$ cat src/hw/sse_cfg.svh
// Constants of the serial encoder command interface.
// Assumes the system clock rate below; both link half-period counts derive from it.
`ifndef SSE_CFG_SVH
`define SSE_CFG_SVH
`define SSE_CLK_HZ      125000000
`define SSE_RATE_LO_BPS 150000
`define SSE_RATE_HI_BPS 300000
`define SSE_HALF_LO     (`SSE_CLK_HZ / (2 * `SSE_RATE_LO_BPS))
`define SSE_HALF_HI     (`SSE_CLK_HZ / (2 * `SSE_RATE_HI_BPS))
`define SSE_DIV_W       10
`define SSE_VAL_W       24
`define SSE_RSP_W       32
`define SSE_LEN_W       5
`define SSE_LEN_DEF     5'h18
`define SSE_LEN_MAX     5'h18
`define SSE_PULSES      5'h19
`define SSE_PCMD_FUNC   4'h5
`define SSE_PROCEDURE_SELECTOR_CODE   8'h0C
`define SSE_DCMD_READ   3'h1
`define SSE_DCMD_MODE   3'h3
`define SSE_CMD_LSB     0
`define SSE_CMD_MSB     2
`define SSE_BLOCK_BIT   3
`define SSE_ENC_BIT     4
`define SSE_MODE_RSV_MSB 7
`define SSE_MODE_RSV_LSB 5
`define SSE_RSP_BYTES   3'h4
`endif

$ cat src/hw/sse_pkg.sv
// Types shared by the encoder command interface and its link receivers.
// Assumes sse_cfg.svh for the divider, length, value and response widths.
`include "sse_cfg.svh"
`default_nettype none
package sse_pkg;
  typedef enum logic [1:0] {
    SSE_IDLE = 2'b00,
    SSE_WAIT = 2'b01,
    SSE_SEND = 2'b11,
    SSE_MODE = 2'b10
  } sse_state_e;

  typedef struct packed {
    logic                     sync1;
    logic                     sync2;
    logic                     busy;
    logic                     fin;
    logic                     clk_out;
    logic [`SSE_DIV_W-1:0]    div;
    logic [`SSE_LEN_W-1:0]    pulses;
    logic [`SSE_LEN_W-1:0]    bits_left;
    logic [`SSE_VAL_W-1:0]    shreg;
    logic                     all_high;
    logic                     done;
    logic [`SSE_VAL_W-1:0]    value;
    logic                     err;
  } sse_rx_s;

  typedef struct packed {
    logic                     func_en;
    logic                     parm_second;
    sse_state_e               state;
    logic                     sel;
    logic                     block;
    logic [`SSE_LEN_W-1:0]    len0;
    logic [`SSE_LEN_W-1:0]    len1;
    logic [1:0]               rd_start;
    logic [`SSE_RSP_W-1:0]    shreg;
    logic [2:0]               byte_cnt;
    logic                     err;
  } sse_top_s;
endpackage : sse_pkg
`default_nettype wire

$ cat src/hw/sse_cmd_top.sv
// Command interpreter of a two-channel serial encoder receiver, sitting behind
// a byte-wide parameter channel and data channel of the carrier. Assumes the
// host byte strobes are on clk_sys_i; encoder data pins are asynchronous.
// Behaviour
// - Per-channel bridges fix binary or Gray coding and the low or high rate.
// - After selection, data channel takes one-byte read and two-byte mode commands.
// - Read command 1 acquires the addressed encoder's position and returns it.
// - Value returns least significant byte first, D7..D0 in bits 7..0.
// - Status zero when value obtained, one when encoder sent no data.
// - Each read drives 25 clock pulses and shifts serial bits in.
// - At most 24 bits captured; surplus trailing bits are dropped.
// - Mode bits 0..4 give length 1..24, default 24; bits 5..7 zero.
// - Block bit 3 of first mode byte applies mode to all encoders.
`include "sse_cfg.svh"
`default_nettype none
module sse_cmd_top #(
  parameter logic [3:0] CHAN_NUM = 4'h1
) (
  input  wire logic       clk_sys_i,
  input  wire logic       rst_i,
  input  wire logic       param_valid_i,
  input  wire logic [7:0] param_byte_i,
  input  wire logic       cmd_valid_i,
  input  wire logic [7:0] cmd_byte_i,
  output logic            cmd_ready_o,
  output logic            rsp_valid_o,
  output logic [7:0]      rsp_byte_o,
  input  wire logic       rsp_ready_i,
  output logic            read_error_status_o,
  output logic            func_enabled_o,
  input  wire logic       channel1_coding_bridge_i,
  input  wire logic       channel2_coding_bridge_i,
  input  wire logic       channel1_rate_bridge_i,
  input  wire logic       channel2_rate_bridge_i,
  output logic [1:0]      ssi_clk_o,
  input  wire logic [1:0] ssi_data_i
);
  sse_pkg::sse_top_s s_reg, s_next;
  logic [1:0]            rx_done;
  logic [1:0]            rx_err;
  logic [1:0]            rx_busy;
  logic [`SSE_VAL_W-1:0] rx_value [2];
  logic [1:0]            gray_sel;
  logic [1:0]            rate_sel;
  logic [`SSE_LEN_W-1:0] len_sel [2];
  logic                  cmd_take;
  logic [2:0]            cmd_code;
  logic                  mode_ok;

  ////////////////////////////////////////////////////////////////////////////
  // bridges steer each receiver
  assign gray_sel   = {channel2_coding_bridge_i, channel1_coding_bridge_i};
  assign rate_sel   = {channel2_rate_bridge_i, channel1_rate_bridge_i};
  assign len_sel[0] = s_reg.len0;
  assign len_sel[1] = s_reg.len1;

  genvar ci;
  generate
    for (ci = 0; ci < 2; ci++) begin : g_rx
      sse_ssi_rx u_rx (
        .clk_sys_i (clk_sys_i),
        .rst_i     (rst_i),
        .start_i   (s_reg.rd_start[ci]),
        .rate_hi_i (rate_sel[ci]),
        .gray_i    (gray_sel[ci]),
        .len_i     (len_sel[ci]),
        .data_i    (ssi_data_i[ci]),
        .ssi_clk_o (ssi_clk_o[ci]),
        .busy_o    (rx_busy[ci]),
        .done_o    (rx_done[ci]),
        .value_o   (rx_value[ci]),
        .err_o     (rx_err[ci])
      );
    end
  endgenerate

  ////////////////////////////////////////////////////////////////////////////
  assign cmd_ready_o = (s_reg.state == sse_pkg::SSE_IDLE) || (s_reg.state == sse_pkg::SSE_MODE);
  assign cmd_take    = cmd_valid_i && cmd_ready_o;
  assign cmd_code    = cmd_byte_i[`SSE_CMD_MSB:`SSE_CMD_LSB];
  assign mode_ok     = cmd_byte_i[`SSE_MODE_RSV_MSB:`SSE_MODE_RSV_LSB] == 3'h0 &&
                       cmd_byte_i[`SSE_LEN_W-1:0] != 5'h0 &&
                       cmd_byte_i[`SSE_LEN_W-1:0] <= `SSE_LEN_MAX;

  always_comb begin
    s_next          = s_reg;
    s_next.rd_start = 2'b00;
    if (param_valid_i) begin
      if (!s_reg.parm_second) begin
        // Command number in the upper nibble, channel in the lower one
        s_next.parm_second = (param_byte_i == {`SSE_PCMD_FUNC, CHAN_NUM});
      end else begin
        s_next.parm_second = 1'b0;
        s_next.func_en     = (param_byte_i == `SSE_PROCEDURE_SELECTOR_CODE);
      end
    end
    case (s_reg.state)
      sse_pkg::SSE_IDLE: begin
        if (cmd_take && s_reg.func_en) begin
          s_next.sel = cmd_byte_i[`SSE_ENC_BIT];
          if (cmd_code == `SSE_DCMD_READ) begin
            s_next.rd_start[cmd_byte_i[`SSE_ENC_BIT]] = 1'b1;
            s_next.state = sse_pkg::SSE_WAIT;
          end else if (cmd_code == `SSE_DCMD_MODE) begin
            s_next.block = cmd_byte_i[`SSE_BLOCK_BIT];
            s_next.state = sse_pkg::SSE_MODE;
          end
        end
      end
      sse_pkg::SSE_MODE: begin
        if (cmd_take) begin
          s_next.state = sse_pkg::SSE_IDLE;
          if (mode_ok) begin
            if (s_reg.block || !s_reg.sel) begin
              s_next.len0 = cmd_byte_i[`SSE_LEN_W-1:0];
            end
            if (s_reg.block || s_reg.sel) begin
              s_next.len1 = cmd_byte_i[`SSE_LEN_W-1:0];
            end
          end
        end
      end
      sse_pkg::SSE_WAIT: begin
        if (rx_done[s_reg.sel]) begin
          s_next.shreg    = {8'h00, rx_value[s_reg.sel]};
          s_next.err      = rx_err[s_reg.sel];
          s_next.byte_cnt = `SSE_RSP_BYTES;
          s_next.state    = sse_pkg::SSE_SEND;
        end
      end
      sse_pkg::SSE_SEND: begin
        if (rsp_ready_i) begin
          s_next.shreg    = {8'h00, s_reg.shreg[`SSE_RSP_W-1:8]};
          s_next.byte_cnt = s_reg.byte_cnt - 3'h1;
          if (s_reg.byte_cnt == 3'h1) begin
            s_next.state = sse_pkg::SSE_IDLE;
          end
        end
      end
      default: begin
        s_next.state = sse_pkg::SSE_IDLE;
      end
    endcase
  end

  always_ff @(posedge clk_sys_i or posedge rst_i) begin
    if (rst_i) begin
      s_reg      <= '0;
      s_reg.len0 <= `SSE_LEN_DEF;
      s_reg.len1 <= `SSE_LEN_DEF;
    end else begin
      s_reg <= s_next;
    end
  end

  assign rsp_valid_o         = (s_reg.state == sse_pkg::SSE_SEND);
  assign rsp_byte_o          = s_reg.shreg[7:0];
  assign read_error_status_o = s_reg.err;
  assign func_enabled_o      = s_reg.func_en;
endmodule : sse_cmd_top
`default_nettype wire

$ cat src/hw/sse_ssi_rx.sv
// One synchronous serial encoder receiver: makes the link clock by division
// and shifts in the telegram. Assumes the encoder data pin is asynchronous.
`include "sse_cfg.svh"
`default_nettype none
module sse_ssi_rx (
  input  wire logic                  clk_sys_i,
  input  wire logic                  rst_i,
  input  wire logic                  start_i,
  input  wire logic                  rate_hi_i,
  input  wire logic                  gray_i,
  input  wire logic [`SSE_LEN_W-1:0] len_i,
  input  wire logic                  data_i,
  output logic                       ssi_clk_o,
  output logic                       busy_o,
  output logic                       done_o,
  output logic [`SSE_VAL_W-1:0]      value_o,
  output logic                       err_o
);
  sse_pkg::sse_rx_s s_reg, s_next;
  logic [`SSE_VAL_W-1:0] bin;
  logic [`SSE_DIV_W-1:0] half;

  assign half = rate_hi_i ? `SSE_DIV_W'(`SSE_HALF_HI) : `SSE_DIV_W'(`SSE_HALF_LO);

  ////////////////////////////////////////////////////////////////////////////
  // gray to binary
  genvar gi;
  generate
    for (gi = 0; gi < `SSE_VAL_W; gi++) begin : g_bin
      assign bin[gi] = ^s_reg.shreg[`SSE_VAL_W-1:gi];
    end
  endgenerate

  always_comb begin
    s_next       = s_reg;
    s_next.sync1 = data_i;
    s_next.sync2 = s_reg.sync1;
    s_next.done  = 1'b0;
    if (s_reg.fin) begin
      s_next.fin   = 1'b0;
      s_next.busy  = 1'b0;
      s_next.done  = 1'b1;
      s_next.value = gray_i ? bin : s_reg.shreg;
      s_next.err   = s_reg.all_high;
    end else if (s_reg.busy) begin
      if (s_reg.div == `SSE_DIV_W'(1)) begin
        s_next.div     = half;
        s_next.clk_out = ~s_reg.clk_out;
        if (!s_reg.clk_out) begin
          s_next.pulses = s_reg.pulses + 5'h1;
          if (s_reg.pulses != 5'h0 && s_reg.bits_left != 5'h0) begin
            s_next.shreg     = {s_reg.shreg[`SSE_VAL_W-2:0], s_reg.sync2};
            s_next.bits_left = s_reg.bits_left - 5'h1;
            s_next.all_high  = s_reg.all_high & s_reg.sync2;
          end
          if (s_reg.pulses + 5'h1 == `SSE_PULSES) begin
            s_next.fin = 1'b1;
          end
        end
      end else begin
        s_next.div = s_reg.div - `SSE_DIV_W'(1);
      end
    end else if (start_i) begin
      s_next.busy      = 1'b1;
      s_next.div       = half;
      s_next.pulses    = 5'h0;
      s_next.bits_left = len_i;
      s_next.shreg     = '0;
      s_next.all_high  = 1'b1;
    end
  end

  always_ff @(posedge clk_sys_i or posedge rst_i) begin
    if (rst_i) begin
      s_reg         <= '0;
      s_reg.clk_out <= 1'b1;
    end else begin
      s_reg <= s_next;
    end
  end

  assign ssi_clk_o = s_reg.clk_out;
  assign busy_o    = s_reg.busy;
  assign done_o    = s_reg.done;
  assign value_o   = s_reg.value;
  assign err_o     = s_reg.err;
endmodule : sse_ssi_rx
`default_nettype wire

$ cat config.mk
export PLATFORM = sky130hd
export DESIGN_NAME = sse_cmd_top
export DESIGN_NICKNAME = d
export VERILOG_FILES = /design/src/hw/sse_pkg.sv /design/src/hw/sse_cmd_top.sv /design/src/hw/sse_ssi_rx.sv
export VERILOG_INCLUDE_DIRS = /design/src /design/src/hw
export SDC_FILE = /design/constraint.sdc
export NUM_CORES = 1
export LEC_CHECK = 0
export BUFFER_PORTS_ARGS = -buffer_cell sky130_fd_sc_hd__buf_2
export CAP_MARGIN = 25
export CORE_ASPECT_RATIO = 1.4
export CORE_MARGIN = 5
export CORE_UTILIZATION = 60
export CTS_BUF_LIST = sky130_fd_sc_hd__clkbuf_4 sky130_fd_sc_hd__clkbuf_8
export DETAILED_ROUTE_END_ITERATION = 8
export PLACE_DENSITY_LB_ADDON = 0.12
export SLEW_MARGIN = 10
export SYNTH_ARGS = -nofsm -noshare
export SYNTH_HDL_FRONTEND = slang
export SYNTH_SLANG_ARGS = --single-unit
$ cat constraint.sdc
create_clock -name clk_sys_i -period 9.75 [get_ports clk_sys_i]
set_input_delay 2.925 -clock clk_sys_i [delete_from_list [all_inputs] [get_ports clk_sys_i]]
set_output_delay 2.925 -clock clk_sys_i [all_outputs]
set_load 0.01 [all_outputs]
==> flow_metrics.tcl, run 1 <==
set metrics [dict create \
    outcome "finished, final reports clean" \
    fmax_mhz 210.9 \
    yosys-top-cells-count "dfrtp_1 (192), nor2_1 (99), a21oi_1 (87)" \
    min_period_ns 4.741 \
    post_drt_via_cell_ratio 5.922 \
    track_usage_pct 22.42 \
    cts.sinks 198 \
    fp.dieH_um 164.7 \
    pin_count 41 \
    finClkSkew_ns 0.009886 \
    powerDensity_nw_per_um2 134.6 \
    grt_util_met1_pct 28.65 \
    placed_cells 1205 \
    drv_cap 0 \
    rsz0062_at_grt "no" \
    dp_hpwl_um 14340 \
    report.final.slew_viol_count 0 \
    fillers 1374 \
    whs_ns 0.3538 \
    timing.rr.start "g_rx[0].u_rx.s_reg[62]" \
    cp_slowest_stage_delay_ns 0.48 \
    n_antenna_cell 0 \
    hp-class "reg2reg" \
    setup_viol 0 \
    grt_pass1_wl_um 35510 \
    cpMaxStageDelayCell "dfrtp_1" \
    route.detailed.drc 0 \
    clkSlewWorstSetupHoldPaths_ns 0.10 \
    largest_reg_flops 92 \
    synth_ff_type "dfrtp_1" \
    p_leak_nw 4.729 \
    grt.busiest_layer "met2" \
    syn_inst 1015 \
    synth_nets 1056 \
    drt_first_iter_violations 529 \
    clockRootBuffer "clkbuf_8" \
    hold_path_startpoint "g_rx[0].u_rx.s_next[74]" \
    synth_top_area_share_pct 46.88 \
    drt.antenna.violating_nets 0 \
    clk_path_buf_depth 2 \
    ir_worst_vdd_mv 0.07453 \
    yosysMostFrequentCell "dfrtp_1" \
    cts_setup_buffers 0 \
    grt_max_degree 131 \
    async_flop_share_pct 100.0 \
    critPathCaptureType "output pin" \
    chipWidth_um 120.5 \
    place.gp.congestion 0.8138 \
    critPathRequiredTime_ns 6.83 \
    routed_wl_um 20610 \
    cts-hold-fix-buffers 0 \
    synth_cell_types 61 \
    drive_gt1_share_pct 11.61 \
    synth_edf_count 0 \
    nets 1062 \
    crit_chain "nand2_1, inv_2, buf_2" \
    max_slew.worst_pin.slew_ns 1.017 \
    area_growth_pct 6.933 \
    fin_tns_setup_ns 0 \
    worstSetupStartpointType "flip-flop" \
    grt_overflow_total 0 \
    dr.pass1.iters 5 \
    routed-via-count 7325 \
    ys_seq_area_share_pct 48.41 \
    path_buf_inv 2 \
    path_class "reg2out" \
    synth.area.top_cells "dfrtp_1 (47%), xnor2_1 (4.6%), a21oi_1 (4.2%), a22o_1 (4.1%), nor2_1 (3.6%)" \
    slew_headroom_pct 32.13 \
    grt_pass1_vias 7206 \
    grt_antenna_before_repair 0 \
    min_to "g_rx[0].u_rx.s_reg[74]" \
    crit_fanout 37 \
    core_um2 16820 \
    start_util_pct 60.95 \
    htree_num_levels 4 \
    r2r_end "g_rx[0].u_rx.s_reg[52]" \
    synth_seq_cells 198 \
    grt_use_met3_pct 3.734 \
    min_path_cells 0 \
    clk_latency_ns 0.47 \
    yosys.area.top_type "dfrtp_1" \
    rr_worst_depth 7 \
    syn_avg_cell_area_um2 10.10 \
    cts_tree "done" \
    cp_top_family "buffers and inverters" \
    final_cells 1237 \
    post_cts_resized 0 \
    io_buffers 40 \
    syn_area_um2 10250 \
    min_period_over_period_pct 48.62 \
    hold_viol_final 0 \
    multiInputGateArea_um2 4846 \
    num_rows 56 \
    arrival_ns 1.82 \
    final-seq-area_um2 4962 \
    wl_per_cell_um 16.66 \
    r2r_setup_slack_ns 6.55 \
    yosys_warnings 0 \
    die_area_um2 19830 \
    cts_buffers 17 \
    grt_use_met2_pct 37.95 \
]
==> stage by stage <==
stage / power (W) / utilization [%] / worst slack (ns) / area (um^2)
6_report: 0.001475 / 65.18 / 5.009 / 10960
5_1_grt: 0.001533 / 65.18 / 4.831 / 10960
4_1_cts: 0.001488 / 65.18 / 4.997 / 10960
3_5_place_dp: 0.0008987 / 62.46 / 5.119 / 10500
3_3_place_gp: 0.0008978 / 62.46 / 5.122 / 10500
2_1_floorplan: 0.0008809 / - / 1.438 / 10250
==> cell usage in the layout, fill, tap and decap left out, types with 7 or more instances in the layout <==
master | synthesis | layout
nor2_1 | 99 | 99
a21o_1 | 7 | 7
buf_4 | 11 | 11
nor3_1 | 30 | 30
dfrtp_1 | 192 | 192
nand3_1 | 17 | 17
or3_1 | 13 | 13
mux2i_1 | 30 | 30
a31oi_1 | 14 | 14
nand2b_1 | 11 | 11
a21oi_1 | 87 | 87
o21ai_0 | 58 | 58
buf_2 | 8 | 40
xnor2_1 | 54 | 54
ha_1 | 14 | 14
xor2_1 | 24 | 24
o31ai_1 | 18 | 18
clkbuf_8 | 0 | 18
mux2_2 | 19 | 19
inv_1 | 37 | 36
nand2_1 | 75 | 75
nor4b_1 | 9 | 9
xnor3_1 | 12 | 12
a22o_1 | 48 | 48
==> power by group <==
part	switching, W	leakage [nW]	internal [W]
clock	0.000280	0.229	0.000314
sequential	0.00000629	2.48	0.000827
combinational	0.0000334	2.02	0.0000138
total	0.000319	4.73	0.00116
==> per-layer routing <==
layer / part of all wire (%) / vias up
met3: 3.6 / 35
met5: 0 / -
met4: 3.0 / 0
li1: - / 3575
met1: 43 / 3577
met2: 51 / 138
==> final cells by class <==
type,count,area share (%)
sequential,198,45.27
multi-input combinational,713,44.21
timing repair buffer,51,2.580
clock buffer,19,2.329
tap,203,2.317
clock inverter,13,1.849
inverter,40,1.438
==> cell families after synthesis <==
logic type               Yosys count  share of synthesized area [%]
adder cells (fa/ha/maj)           14                          1.709
AO/OA/AOI/OAI                    267                          16.50
AND/OR/NAND/NOR                  286                          13.16
flip-flops                       198                          48.41
XOR/XNOR                          97                          10.89
multiplexers                      49                          5.017
buffers and inverters            104                          4.309
==> worst max-delay path by stage <==
stage               cells after the start                endpoint  slack (ns)       from
finish                                  3             rsp_valid_o        5.01  s_reg[51]
CTS                                     3             rsp_valid_o        5.00  s_reg[51]
floorplan                               1          func_enabled_o        1.44      rst_i
global placement                        3  g_rx[1].u_rx.s_reg[67]        5.12      rst_i
global route                            3             rsp_valid_o        4.83  s_reg[51]
detailed placement                      3  g_rx[1].u_rx.s_reg[67]        5.12      rst_i
Note: power is estimated with default switching activity, not from simulation.
==> run 2: changes to the inputs <==
- ABC_AREA: default -> 1
- CORE_UTILIZATION: 60 -> 59
- clock period: 9.75 -> 4.35 ns (I/O delays scaled with it)
==> run 2 against run 1 <==
Count of clock-buffer cells in the layout unchanged. Area after synthesis grew 19%. Power grew to 3.3 times the previous value. Cell count increased by 65%. Largest cell class is now multi-input combinational cells. Sequential power rose to 2.7 times the previous value. Synthesized cell count up 76%. Utilization shrank 2.6 points. Register-to-register slack got worse by 5.1 ns. Die area up 19%. Clock skew increased by 0.0070 ns. Routed wire length grew 40%.
==> flow_metrics.tcl, run 2 <==
set metrics [dict create \
    yosys-top-cells-count "nand2_1 (793), dfrtp_1 (192), inv_1 (164)" \
    critPathCaptureType "output pin" \
    dp_hpwl_um 21730 \
    final_area_um2 12810 \
    grt.busiest_layer "met2" \
    io_buffers 40 \
    chipWidth_um 131.5 \
    async_flop_share_pct 100.0 \
    worstSetupStartpointType "flip-flop" \
    clk_latency_ns 0.50 \
    yosys.area.top_type "dfrtp_1" \
    fp.dieH_um 180.2 \
    cts-hold-fix-buffers 0 \
    cts.sinks 198 \
    rsz0062_at_grt "no" \
    post_drt_via_cell_ratio 5.353 \
    synth_ff_type "dfrtp_1" \
    min_period_over_period_pct 73.61 \
    final_cell_mix "nand2_1 (792), dfrtp_1 (192), inv_1 (163), o21ai_0 (118), nand3_1 (81)" \
    syn_avg_cell_area_um2 6.847 \
    largest_reg_flops 92 \
    grt_overflow_total 0 \
    place.gp.congestion 0.8891 \
    htree_num_levels 4 \
    routed-via-count 10893 \
    track_usage_pct 24.56 \
    finClkSkew_ns 0.01688 \
    syn_inst 1782 \
    p_leak_nw 6.451 \
    pin_count 41 \
    clk_path_buf_depth 2 \
    grt_use_met3_pct 3.659 \
    fin_tns_setup_ns 0 \
    grt_antenna_before_repair 0 \
    wl_per_cell_um 14.16 \
    area_growth_pct 5.014 \
    grt_pass1_wl_um 48650 \
    grt_pass1_vias 10289 \
    hold_viol_final 0 \
    report.final.slew_viol_count 0 \
    drt_first_iter_violations 601 \
    post_cts_resized 0 \
    outcome "finished, final reports clean" \
    yosysMostFrequentCell "nand2_1" \
    cts_setup_buffers 0 \
    grt_max_degree 70 \
    synth_top_area_share_pct 39.38 \
    synth.area.top_cells "dfrtp_1 (39%), nand2_1 (24%), inv_1 (5.0%), o21ai_0 (4.8%), nand3_1 (3.3%)" \
    final_common_cell "nand2_1" \
    synth_cell_types 43 \
    cts_buffers 17 \
    dr.pass1.iters 6 \
    die_area_um2 23700 \
    num_rows 62 \
    yosys_warnings 0 \
    grt_util_met1_pct 29.97 \
    clkSlewWorstSetupHoldPaths_ns 0.10 \
    synth_edf_count 0 \
    power_w 0.004827 \
    min_period_ns 3.202 \
    setup_viol 0 \
    max_slew.worst_pin.slew_ns 0.9642 \
    synth_nets 1823 \
    drv_cap 0 \
    ys_seq_area_share_pct 40.67 \
    syn_area_um2 12200 \
    n_antenna_cell 0 \
    routed_wl_um 28820 \
    critPathRequiredTime_ns 3.04 \
    grt_use_met2_pct 42.31 \
    powerDensity_nw_per_um2 376.7 \
    path_class "reg2out" \
    slew_headroom_pct 35.49 \
    synth_seq_cells 198 \
    nets 1807 \
    placed_area_um2 12430 \
    ir_worst_vdd_mv 0.3462 \
    arrival_ns 1.90 \
    crit_fanout 21 \
    route.detailed.drc 0 \
    clockRootBuffer "clkbuf_8" \
    start_util_pct 59.58 \
    fillers 1935 \
    cts_tree "done" \
    hp-class "reg2reg" \
    core_um2 20480 \
    fmax_mhz 312.3 \
    drt.antenna.violating_nets 0 \
    drive_gt1_share_pct 7.139 \
]
==> run 2: cell count changes in the layout (fill, tap and decap cells not counted), sizes merged, moves of 25 or more <==
| cell | delta |
|---|---|
| inv | +133 |
| nand2 | +730 |
| xnor2 | -37 |
| a22o | -48 |
| nand3 | +65 |
| nor2 | -37 |
| o21ai | +81 |
| mux2i | -25 |
==> run 2: metrics by stage <==
step,setup slack [ns],hold slack (ns),utilization (%),cells
after floorplan,0.4895,0.3312,-,1782
after global placement,1.601,0.3322,60.69,2002
after detailed placement,1.484,0.3442,60.69,2002
after CTS,1.122,0.3585,62.49,2034
after global routing,1.001,0.3711,62.57,2035
final,1.148,0.3542,62.57,2035
==> run 2: logic make-up after synthesis <==
group,share of synthesized area [%]
AO/OA/AOI/OAI,13.36
multiplexers,0.4102
AND/OR/NAND/NOR,32.01
XOR/XNOR,3.661
buffers and inverters,8.449
adder cells (fa/ha/maj),1.436
flip-flops,40.67
==> run 2: worst max-delay path, stage by stage, from the launching register on <==
cell and delay, ns:
dfrtp_1 0.43, nand2_1 0.16, inv_1 0.55, buf_2 0.25
==> run 2: final timing paths <==
check                                          end                     from  slack, ns  cells past startpoint
setup / recovery                       rsp_valid_o                s_reg[51]       1.15                      3
hold / removal              g_rx[1].u_rx.s_reg[74]  g_rx[1].u_rx.s_next[74]       0.35                      0
hold reg to reg             g_rx[1].u_rx.s_reg[74]  g_rx[1].u_rx.s_next[74]       0.35                      0
min in group asynchronous  g_rx[1].u_rx.value_o[1]                    rst_i       0.97                      2
setup reg to reg            g_rx[1].u_rx.s_reg[46]   g_rx[1].u_rx.s_reg[72]       1.45                      8
max in group asynchronous               len_sel[9]                    rst_i       2.49                      3
==> run 2: area by class of cell <==
type / count / area, um^2 / area share, %
flip-flops and latches: 198 / 4962 / 38.73
multi-input cells: 1333 / 6222 / 48.56
inverters: 168 / 634.4 / 4.951
repair buffers: 48 / 305.3 / 2.383
clock buffers: 19 / 255.2 / 1.992
clock inverters: 13 / 113.9 / 0.8886
well taps: 256 / 320.3 / 2.500
==> run 2: report_power, final <==
part / switching [W] / internal (W)
registers: 0.000199 / 0.00207
clock network: 0.000697 / 0.000434
logic: 0.000955 / 0.000466
total: 0.00185 / 0.00298
==> run 2: per-layer routing <==
metal,vias up,wire (um)
met5,-,0
met4,0,1382
met3,69,904
met2,213,14250
met1,4991,12280
li1,5620,-
